===== config.mk =====
export PLATFORM = sky130hd
export DESIGN_NAME = dprp_regs
export DESIGN_NICKNAME = d
export VERILOG_FILES = /design/src/common/dprp_pkg.sv /design/src/verilog/dprp_bank.sv /design/src/verilog/dprp_apply.sv /design/src/verilog/dprp_regs.sv
export SDC_FILE = /design/constraint.sdc
export NUM_CORES = 1
export LEC_CHECK = 0
export BUFFER_PORTS_ARGS = -buffer_cell sky130_fd_sc_hd__buf_2
export CORE_ASPECT_RATIO = 1.75
export CORE_MARGIN = 1.5
export CORE_UTILIZATION = 56
export DETAILED_ROUTE_END_ITERATION = 10
export GPL_ROUTABILITY_DRIVEN = 0
export PLACE_DENSITY = 0.8
export SETUP_SLACK_MARGIN = 0.3
export SLEW_MARGIN = 20
export SYNTH_ARGS = -nofsm -noshare
export SYNTH_HDL_FRONTEND = slang
export SYNTH_SLANG_ARGS = --single-unit

===== constraint.sdc =====
create_clock -name pclk -period 2.2 [get_ports pclk]
set_clock_uncertainty 0.1 [all_clocks]
set_input_delay 0.33 -clock pclk [delete_from_list [all_inputs] [get_ports pclk]]
set_output_delay 0.33 -clock pclk [all_outputs]
set_load 0.05 [all_outputs]

===== src/common/dprp_pkg.sv =====
// ----------------------------------------------------------------
// Constants and types of the reference profile register bank
// ----------------------------------------------------------------
package dprp_pkg;

   // Bus widths and channel count
   localparam int ADDR_W = 16;
   localparam int DATA_W = 32;
   localparam int IDX_W  = 14;
   localparam int BYTE_W = 8;
   localparam int NCH    = 3;

   // Register indices as printed; byte address is four times the index
   localparam logic [IDX_W-1:0] IDX_BW_B0    = 14'h0468;
   localparam logic [IDX_W-1:0] IDX_BW_B1    = 14'h0469;
   localparam logic [IDX_W-1:0] IDX_BW_TOP   = 14'h046A;
   localparam logic [IDX_W-1:0] IDX_DIV_B0   = 14'h046B;
   localparam logic [IDX_W-1:0] IDX_DIV_B1   = 14'h046C;
   localparam logic [IDX_W-1:0] IDX_DIV_TOP  = 14'h046D;
   localparam logic [IDX_W-1:0] IDX_NUM_B0   = 14'h046E;
   localparam logic [IDX_W-1:0] IDX_NUM_B1   = 14'h046F;
   localparam logic [IDX_W-1:0] IDX_NUM_B2   = 14'h0470;
   localparam logic [IDX_W-1:0] IDX_MOD_B0   = 14'h0471;
   localparam logic [IDX_W-1:0] IDX_MOD_B1   = 14'h0472;
   localparam logic [IDX_W-1:0] IDX_MOD_B2   = 14'h0473;
   localparam logic [IDX_W-1:0] IDX_CHAN_CTL = 14'h0400;
   localparam logic [IDX_W-1:0] IDX_APLL_CFG = 14'h0430;

   // Channel mirrors: upper index bits select the channel page
   localparam logic [5:0] PAGE_CH0 = 6'h04;
   localparam logic [5:0] PAGE_CH1 = 6'h05;
   localparam logic [5:0] PAGE_CH2 = 6'h06;

   // Field positions
   localparam int BW_MSB_BIT  = 0;
   localparam int HPM_SEL_BIT = 1;
   localparam int CTL_EN_BIT  = 0;

   // Reset values
   localparam logic [BYTE_W-1:0] RST_BYTE = 8'h00;
   localparam logic              RST_HPM  = 1'b0;

   // Reference input code of the fourth reference
   localparam logic [1:0] REF_FOURTH = 2'h3;

   // Local register slots inside one channel bank
   typedef enum logic [3:0] {
      SLOT_BW_B0, SLOT_BW_B1, SLOT_BW_TOP,
      SLOT_DIV_B0, SLOT_DIV_B1, SLOT_DIV_TOP,
      SLOT_NUM_B0, SLOT_NUM_B1, SLOT_NUM_B2,
      SLOT_MOD_B0, SLOT_MOD_B1, SLOT_MOD_B2,
      SLOT_CHAN_CTL, SLOT_APLL_CFG
   } dprp_slot_t;

   // Loop profile held for the fourth reference
   typedef struct packed {
      logic [16:0] loop_bw;
      logic        hpm_sel;
      logic [17:0] int_div;
      logic [23:0] frac_num;
      logic [23:0] frac_mod;
   } dprp_profile_t;

   // One byte write into a channel bank
   typedef struct packed {
      logic              en;
      dprp_slot_t        slot;
      logic [BYTE_W-1:0] data;
   } dprp_wr_t;

endpackage


===== src/verilog/dprp_bank.sv =====
`timescale 1ns/100ps
module dprp_bank (
   input  wire logic                            pclk,
   input  wire logic                            presetn,
   input  wire dprp_pkg::dprp_wr_t              wr,
   input  wire dprp_pkg::dprp_slot_t            rd_slot,
   output logic [dprp_pkg::BYTE_W-1:0]          rd_data,
   output dprp_pkg::dprp_profile_t              profile_ff,
   output logic [dprp_pkg::BYTE_W-1:0]          chan_ctl_ff,
   output logic [dprp_pkg::BYTE_W-1:0]          apll_cfg_ff
);

   // ----------------------------------------------------------------
   // Storage
   // ----------------------------------------------------------------
   // Byte writes land in their field; reserved bits are never stored
   always_ff @(posedge pclk or negedge presetn) begin
      if (!presetn) begin
         profile_ff  <= '0;
         chan_ctl_ff <= dprp_pkg::RST_BYTE;
         apll_cfg_ff <= dprp_pkg::RST_BYTE;
      end else if (wr.en) begin
         case (wr.slot)
            dprp_pkg::SLOT_BW_B0:    profile_ff.loop_bw[7:0]    <= wr.data;
            dprp_pkg::SLOT_BW_B1:    profile_ff.loop_bw[15:8]   <= wr.data;
            dprp_pkg::SLOT_BW_TOP: begin
               profile_ff.loop_bw[16] <= wr.data[dprp_pkg::BW_MSB_BIT];
               profile_ff.hpm_sel     <= wr.data[dprp_pkg::HPM_SEL_BIT];
            end
            dprp_pkg::SLOT_DIV_B0:   profile_ff.int_div[7:0]    <= wr.data;
            dprp_pkg::SLOT_DIV_B1:   profile_ff.int_div[15:8]   <= wr.data;
            dprp_pkg::SLOT_DIV_TOP:  profile_ff.int_div[17:16]  <= wr.data[1:0];
            dprp_pkg::SLOT_NUM_B0:   profile_ff.frac_num[7:0]   <= wr.data;
            dprp_pkg::SLOT_NUM_B1:   profile_ff.frac_num[15:8]  <= wr.data;
            dprp_pkg::SLOT_NUM_B2:   profile_ff.frac_num[23:16] <= wr.data;
            dprp_pkg::SLOT_MOD_B0:   profile_ff.frac_mod[7:0]   <= wr.data;
            dprp_pkg::SLOT_MOD_B1:   profile_ff.frac_mod[15:8]  <= wr.data;
            dprp_pkg::SLOT_MOD_B2:   profile_ff.frac_mod[23:16] <= wr.data;
            dprp_pkg::SLOT_CHAN_CTL: chan_ctl_ff <= wr.data;
            dprp_pkg::SLOT_APLL_CFG: apll_cfg_ff <= wr.data;
            default: ;
         endcase
      end
   end

   // ----------------------------------------------------------------
   // Read view
   // ----------------------------------------------------------------
   // Reserved upper bits of the top bytes read back as zero
   always_comb begin
      rd_data = dprp_pkg::RST_BYTE;
      case (rd_slot)
         dprp_pkg::SLOT_BW_B0:    rd_data = profile_ff.loop_bw[7:0];
         dprp_pkg::SLOT_BW_B1:    rd_data = profile_ff.loop_bw[15:8];
         dprp_pkg::SLOT_BW_TOP:   rd_data = {6'h00, profile_ff.hpm_sel, profile_ff.loop_bw[16]};
         dprp_pkg::SLOT_DIV_B0:   rd_data = profile_ff.int_div[7:0];
         dprp_pkg::SLOT_DIV_B1:   rd_data = profile_ff.int_div[15:8];
         dprp_pkg::SLOT_DIV_TOP:  rd_data = {6'h00, profile_ff.int_div[17:16]};
         dprp_pkg::SLOT_NUM_B0:   rd_data = profile_ff.frac_num[7:0];
         dprp_pkg::SLOT_NUM_B1:   rd_data = profile_ff.frac_num[15:8];
         dprp_pkg::SLOT_NUM_B2:   rd_data = profile_ff.frac_num[23:16];
         dprp_pkg::SLOT_MOD_B0:   rd_data = profile_ff.frac_mod[7:0];
         dprp_pkg::SLOT_MOD_B1:   rd_data = profile_ff.frac_mod[15:8];
         dprp_pkg::SLOT_MOD_B2:   rd_data = profile_ff.frac_mod[23:16];
         dprp_pkg::SLOT_CHAN_CTL: rd_data = chan_ctl_ff;
         dprp_pkg::SLOT_APLL_CFG: rd_data = apll_cfg_ff;
         default:                 rd_data = dprp_pkg::RST_BYTE;
      endcase
   end

endmodule


===== src/verilog/dprp_apply.sv =====
`timescale 1ns/100ps
module dprp_apply (
   input  wire logic                    pclk,
   input  wire logic                    presetn,
   input  wire dprp_pkg::dprp_profile_t profile,
   input  wire logic                    chan_en,
   input  wire logic [1:0]              active_ref,
   output dprp_pkg::dprp_profile_t      applied_ff,
   output logic                         live_ff
);

   logic tracking;

   // Only the fourth reference uses this profile
   assign tracking = chan_en && (active_ref == dprp_pkg::REF_FOURTH);

   // ----------------------------------------------------------------
   // Loop hand-off
   // ----------------------------------------------------------------
   // Applied values freeze when the loop leaves the fourth reference,
   // so a later write cannot disturb a loop locked to another input
   always_ff @(posedge pclk or negedge presetn) begin
      if (!presetn) begin
         applied_ff <= '0;
         live_ff    <= 1'b0;
      end else begin
         live_ff <= tracking;
         if (tracking) begin
            applied_ff <= profile;
         end
      end
   end

endmodule


===== src/verilog/dprp_regs.sv =====
`timescale 1ns/100ps
module dprp_regs (
   input  wire logic                                        pclk,
   input  wire logic                                        presetn,
   input  wire logic                                        psel,
   input  wire logic                                        penable,
   input  wire logic                                        pwrite,
   input  wire logic [dprp_pkg::ADDR_W-1:0]                 paddr,
   input  wire logic [dprp_pkg::DATA_W-1:0]                 pwdata,
   input  wire logic [dprp_pkg::NCH-1:0][1:0]               active_ref,
   output logic [dprp_pkg::DATA_W-1:0]                      prdata,
   output logic                                             pready,
   output logic                                             pslverr,
   output dprp_pkg::dprp_profile_t [dprp_pkg::NCH-1:0]      applied_profile,
   output logic [dprp_pkg::NCH-1:0]                         profile_live,
   output logic [dprp_pkg::NCH-1:0][dprp_pkg::BYTE_W-1:0]   chan_ctl,
   output logic [dprp_pkg::NCH-1:0][dprp_pkg::BYTE_W-1:0]   apll_cfg
);

   // ----------------------------------------------------------------
   // Address decode
   // ----------------------------------------------------------------
   logic [dprp_pkg::IDX_W-1:0]                  idx;
   logic [dprp_pkg::IDX_W-1:0]                  loc_idx;
   logic [dprp_pkg::NCH-1:0]                    ch_hit;
   logic                                        slot_ok;
   logic                                        prof_slot;
   logic                                        hit;
   dprp_pkg::dprp_slot_t                        slot;
   logic [dprp_pkg::NCH-1:0][dprp_pkg::BYTE_W-1:0] bank_rd;
   logic [dprp_pkg::BYTE_W-1:0]                 sel_rd;
   logic                                        setup;
   logic                                        access_done;
   logic                                        pready_ff;
   logic                                        pslverr_ff;
   logic [dprp_pkg::DATA_W-1:0]                 prdata_ff;
   dprp_pkg::dprp_profile_t [dprp_pkg::NCH-1:0] bank_profile;
   logic [dprp_pkg::NCH-1:0][dprp_pkg::BYTE_W-1:0] ctl_q;
   logic [dprp_pkg::NCH-1:0][dprp_pkg::BYTE_W-1:0] apll_q;

   // Word index; the channel page is folded back onto the first channel
   assign idx     = paddr[dprp_pkg::ADDR_W-1:2];
   assign loc_idx = {dprp_pkg::PAGE_CH0, idx[7:0]};

   // Channel page select
   assign ch_hit[0] = (idx[13:8] == dprp_pkg::PAGE_CH0);
   assign ch_hit[1] = (idx[13:8] == dprp_pkg::PAGE_CH1);
   assign ch_hit[2] = (idx[13:8] == dprp_pkg::PAGE_CH2);

   // Slot lookup inside a page, same layout in every page
   always_comb begin
      slot      = dprp_pkg::SLOT_BW_B0;
      slot_ok   = 1'b1;
      prof_slot = 1'b1;
      case (loc_idx)
         dprp_pkg::IDX_BW_B0:    slot = dprp_pkg::SLOT_BW_B0;
         dprp_pkg::IDX_BW_B1:    slot = dprp_pkg::SLOT_BW_B1;
         dprp_pkg::IDX_BW_TOP:   slot = dprp_pkg::SLOT_BW_TOP;
         dprp_pkg::IDX_DIV_B0:   slot = dprp_pkg::SLOT_DIV_B0;
         dprp_pkg::IDX_DIV_B1:   slot = dprp_pkg::SLOT_DIV_B1;
         dprp_pkg::IDX_DIV_TOP:  slot = dprp_pkg::SLOT_DIV_TOP;
         dprp_pkg::IDX_NUM_B0:   slot = dprp_pkg::SLOT_NUM_B0;
         dprp_pkg::IDX_NUM_B1:   slot = dprp_pkg::SLOT_NUM_B1;
         dprp_pkg::IDX_NUM_B2:   slot = dprp_pkg::SLOT_NUM_B2;
         dprp_pkg::IDX_MOD_B0:   slot = dprp_pkg::SLOT_MOD_B0;
         dprp_pkg::IDX_MOD_B1:   slot = dprp_pkg::SLOT_MOD_B1;
         dprp_pkg::IDX_MOD_B2:   slot = dprp_pkg::SLOT_MOD_B2;
         dprp_pkg::IDX_CHAN_CTL: begin
            slot      = dprp_pkg::SLOT_CHAN_CTL;
            prof_slot = 1'b0;
         end
         dprp_pkg::IDX_APLL_CFG: begin
            slot      = dprp_pkg::SLOT_APLL_CFG;
            prof_slot = 1'b0;
         end
         default: begin
            slot_ok   = 1'b0;
            prof_slot = 1'b0;
         end
      endcase
   end

   // Third channel exposes control and analog loop words only; a
   // misaligned byte address is refused rather than aliased
   assign hit = slot_ok && (paddr[1:0] == 2'h0)
                && (ch_hit[0] || ch_hit[1] || (ch_hit[2] && !prof_slot));

   // Read data of the addressed page
   always_comb begin
      sel_rd = dprp_pkg::RST_BYTE;
      if (ch_hit[1]) begin
         sel_rd = bank_rd[1];
      end else if (ch_hit[2]) begin
         sel_rd = bank_rd[2];
      end else begin
         sel_rd = bank_rd[0];
      end
   end

   // ----------------------------------------------------------------
   // APB slave
   // ----------------------------------------------------------------
   // No wait state; read data still comes from a flop at the answer
   assign setup       = psel && !penable;
   assign access_done = psel && penable && pready_ff;

   // Ready pulses in the single access cycle of every transfer
   always_ff @(posedge pclk or negedge presetn) begin
      if (!presetn) begin
         pready_ff <= 1'b0;
      end else begin
         pready_ff <= setup;
      end
   end

   // Error and read data are settled during setup and held for access
   always_ff @(posedge pclk or negedge presetn) begin
      if (!presetn) begin
         pslverr_ff <= 1'b0;
         prdata_ff  <= '0;
      end else if (setup) begin
         pslverr_ff <= !hit;
         prdata_ff  <= (hit && !pwrite) ? {24'h000000, sel_rd} : '0;
      end else if (access_done) begin
         pslverr_ff <= 1'b0;
         prdata_ff  <= '0;
      end
   end

   assign prdata  = prdata_ff;
   assign pready  = pready_ff;
   assign pslverr = pslverr_ff;

   // ----------------------------------------------------------------
   // Channel banks
   // ----------------------------------------------------------------
   // Every channel has the same bank so reset values match by build;
   // the third bank's profile slots simply never see a write
   for (genvar c = 0; c < dprp_pkg::NCH; c++) begin : g_ch
      dprp_pkg::dprp_wr_t wr_c;

      // Write strobe at the access edge only, never on a refused access;
      // one driver for the whole struct keeps the member writes legal
      assign wr_c = {access_done && pwrite && hit && ch_hit[c],
                     slot,
                     pwdata[dprp_pkg::BYTE_W-1:0]};

      dprp_bank u_bank (
         .pclk        (pclk),
         .presetn     (presetn),
         .wr          (wr_c),
         .rd_slot     (slot),
         .rd_data     (bank_rd[c]),
         .profile_ff  (bank_profile[c]),
         .chan_ctl_ff (ctl_q[c]),
         .apll_cfg_ff (apll_q[c])
      );

      // Control enable bit gates the hand-off to the loop
      dprp_apply u_apply (
         .pclk       (pclk),
         .presetn    (presetn),
         .profile    (bank_profile[c]),
         .chan_en    (ctl_q[c][dprp_pkg::CTL_EN_BIT]),
         .active_ref (active_ref[c]),
         .applied_ff (applied_profile[c]),
         .live_ff    (profile_live[c])
      );

      assign chan_ctl[c] = ctl_q[c];
      assign apll_cfg[c] = apll_q[c];
   end

endmodule


==> run summary <==
The total global-route track usage is 36.17%. The max-capacitance violation count came out at 0. The summed instance area of the synthesized netlist came out at 23,200 µm². After legalization and detailed placement, the total HPWL measured 53.75 mm. The top-level port count came out at 396. The die extent in x came out at 156.9 µm. The remaining global-route overflow is 0. After routing the design area is 30,120 µm². The met2 global-route usage is 60.08%. The post-detailed-route count of antenna-violating nets came out at 0. The cell count after synthesis came out at 1,647.

The clock tree from TritonCTS is yes. Relative to the synthesized area, the layout overhead comes to 29.83%. The H-tree was split into 2 levels. The hold slack is 0.04641 ns. The met3 demand-to-capacity share in global routing is 7.478%. The worst flop-to-flop path startpoint is pready. The post-route netlist has 59.11% of its cells at a drive strength greater than 1. The run finished, with violations left. Counting instances, the worst hold path has a depth of 3. After layout, the minimum clock period comes to 2.399 ns. The number of placement rows came out at 98. The critical path arrival is 2.77 ns.

After clock tree synthesis, the clock-pin slew on the worst setup and hold paths is 0.08 ns. The beginning of the worst hold path is penable. The endpoint identified for the worst register-to-register timing path is g_ch[0].u_bank.profile_ff[57]. The biggest area consumer among synthesized cells is sky130_fd_sc_hd__dfrtp_1. The first-pass GRT wire length is 111.8 mm.

The count of unresolved DRC violations after routing is 0. The final setup TNS came out at -5.087 ns. The initial antenna violation count is 4. The pre-antenna-repair detailed-routing pass consisted of 7 iterations.

After the last flow step, the layout net total stands at 2,163. The effective utilization at floorplan came out at 56.82%. The via count of the routed design is 16,634. The core footprint is 40,830 µm². By area the synthesized netlist is led by sky130_fd_sc_hd__dfrtp_1 (61%), sky130_fd_sc_hd__mux2_2 (20%), sky130_fd_sc_hd__mux2_1 (3.6%).

The path class of the tightest hold or removal check is input pin to register. The root buffer cell is sky130_fd_sc_hd__clkbuf_16. The class of the most critical setup path is input pin to register. Summing internal, switching and leakage power gives 20.75 mW. The per-instance average area after synthesis came out at 14.09 µm². The top fanout value on the critical path is 9. The end point of the worst hold path is pslverr. The length in cells of the worst reg-to-reg path came out at 9.

The maximum achievable frequency is 416.8 MHz. The number of enable flip-flop cells after synthesis came out at 0. The standard cell area after detailed placement is 27,390 µm². The via count of the first global-routing pass is 17,543.

The largest buffer count on any clock path is 3. The count of distinct cell types in the synthesized netlist is 63. The cell with the most instances after synthesis is sky130_fd_sc_hd__dfrtp_1. Of the available clock period, the critical path in the final layout requires 109.1%.

The clock latency on the worst-skew pair is 0.58 ns. The final count of hold timing violations is 0. In this run the power density over the cells is 688.8 nW/µm².

The checks that failed: setup timing. The register-to-register path setup slack is -0.05 ns. The most utilized layer in the global route result is met2. The max-slew violation count came out at 0.

The number of fillers in the final layout came out at 2,514. The met1 routing resource usage after global routing is 40.16%. The y dimension of the die came out at 272.3 µm. The total length of routed wires is 76.66 mm.

The slew at the pin closest to its max-slew limit is 0.8305 ns. By count the netlist is led by sky130_fd_sc_hd__dfrtp_1 (565), sky130_fd_sc_hd__mux2_2 (411), sky130_fd_sc_hd__clkbuf_1 (139). The worst endpoint required time is 2.57 ns. The clock sink total came out at 565. STA classifies the critical path endpoint as a register. The post-synthesis register bit count came out at 565.

The total number of yosys warnings is 0. The relative slew slack is 44.64%. Setup repair after global routing could not meet its margin everywhere.

The die area is 42,710 µm². For this run, the share of the core covered by cells in the final layout is 73.77%. The worst setup path is launched from an input pin. The maximum vdd drop is 0.0008220 V. The sequential share of the synthesized area is 60.94%. The number of input and output port buffers inserted came out at 347. In the final routed layout, each cell accounts on average for 28.48 µm. The standby leakage power is 16.20 nW. The first-iteration detailed-routing DRC count came out at 1,158. The via-per-instance ratio is 6.179. The share of the synthesized area in the top cell type is 60.94%. The most used flip-flop cell after synthesis is sky130_fd_sc_hd__dfrtp_1.

The largest net degree at the start of global routing came out at 75. The total of endpoints with negative setup slack in the final report came out at 124. The final setup slack of the worst path is -0.1995 ns. The number of CTS-inserted buffers is 48. The fraction of synthesis flops using an asynchronous set or reset pin is 100.0%.
[placed cells by master (no fill, tap or decap), types with 13 or more instances in the layout]
cell,count
sky130_fd_sc_hd__buf_4,177
sky130_fd_sc_hd__o21ai_0,19
sky130_fd_sc_hd__nand3_1,16
sky130_fd_sc_hd__buf_2,343
sky130_fd_sc_hd__nand2_1,40
sky130_fd_sc_hd__nor2_1,21
sky130_fd_sc_hd__mux2_2,376
sky130_fd_sc_hd__conb_1,24
sky130_fd_sc_hd__a22oi_1,41
sky130_fd_sc_hd__buf_6,28
sky130_fd_sc_hd__mux2_4,109
sky130_fd_sc_hd__dfrtp_1,564
sky130_fd_sc_hd__nand2_8,13
sky130_fd_sc_hd__buf_12,34
sky130_fd_sc_hd__clkbuf_16,49
[routing by layer]
metal,part of all wire (%),up-vias
met4,9.9,4
li1,-,6775
met2,49,1032
met1,33,8427
met3,7.8,396
met5,0.035,-
[report_power, final]
| group | total [mW] | internal [mW] | switching, mW |
|---|---|---|---|
| Sequential | 10.4 | 10.4 | 0.00183 |
| Clock | 9.49 | 5.54 | 3.95 |
| Combinational | 0.876 | 0.238 | 0.638 |
| Total | 20.7 | 16.2 | 4.59 |
[through the flow]
| stage | setup slack (ns) | cells |
|---|---|---|
| 6_report | -0.1995 | 2692 |
| 5_1_grt | -0.1677 | 2692 |
| 3_3_place_gp | -0.7014 | 2573 |
| 4_1_cts | -0.03138 | 2682 |
| 2_1_floorplan | -0.3938 | 1670 |
| 3_5_place_dp | -0.7746 | 2573 |
[layout make-up]
| type | count | area [µm²] | share of cell area (%) |
|---|---|---|---|
| Clock buffer | 59 | 1304 | 4.328 |
| Timing Repair Buffer | 587 | 4124 | 13.69 |
| Clock inverter | 27 | 439.2 | 1.458 |
| Inverter | 9 | 33.78 | 0.1122 |
| Sequential cell | 565 | 14140 | 46.94 |
| Antenna cell | 2 | 5.005 | 0.01662 |
| Multi-Input combinational cell | 893 | 9388 | 31.17 |
| Tap cell | 550 | 688.2 | 2.285 |
[timing repair]
| action | in CTS | in global routing |
|---|---|---|
| gates resized for setup | 114 | 46 |
| endpoints found under the setup margin | 225 | 225 |
| setup buffers | 20 | 8 |
| cloned | 2 | 0 |
| endpoints found under the hold margin | 145 | 0 |
| pin swaps | 26 | 18 |
| hold buffers | 1 | 0 |
[kinds of logic (layout without fill, tap and decap cells)]
group,count (synthesis),after routing,synth area share [%]
DFF,565,565,60.94
muxes,504,504,24.90
buffers and inverters,212,682,4.001
and+or+nand+nor,194,194,4.509
AOI/OAI and AO/OA,171,171,5.636
other,1,26,0.01616
[flip-flops by register name, indices dropped and copies added, names as in the netlist]
signal and flops:
g_ch.u_apply.applied_ff 252, g_ch.u_bank.profile_ff 252, g_ch.u_bank.apll_cfg_ff 24, g_ch.u_bank.chan_ctl_ff 24, prdata 8, g_ch.u_apply.live_ff 3
pready 1, pslverr 1
[worst max-delay path: stages]
cell and delay (ns):
sky130_fd_sc_hd__buf_2 0.10, sky130_fd_sc_hd__buf_4 0.14, sky130_fd_sc_hd__buf_6 0.13, sky130_fd_sc_hd__and4bb_2 0.27, sky130_fd_sc_hd__nand2_2 0.17, sky130_fd_sc_hd__buf_4 0.19
sky130_fd_sc_hd__nor3_1 0.06, sky130_fd_sc_hd__a221o_1 0.44, sky130_fd_sc_hd__a221oi_2 0.47, sky130_fd_sc_hd__a31oi_4 0.16, sky130_fd_sc_hd__o221a_2 0.27
[worst max-delay path by stage]
stage	startpoint	end	slack (ns)	cells past startpoint
after CTS	g_ch[2].u_bank.profile_ff[34]	prdata[2]	-0.03	9
after global routing	paddr[6]	prdata[4]	-0.17	11
final	paddr[6]	prdata[4]	-0.20	11
after detailed placement	paddr[15]	prdata[2]	-0.77	10
after floorplan	paddr[15]	g_ch[0].u_bank.profile_ff[18]	-0.39	7
after global placement	paddr[15]	prdata[2]	-0.70	10
Power figures use the tool's default switching activity.
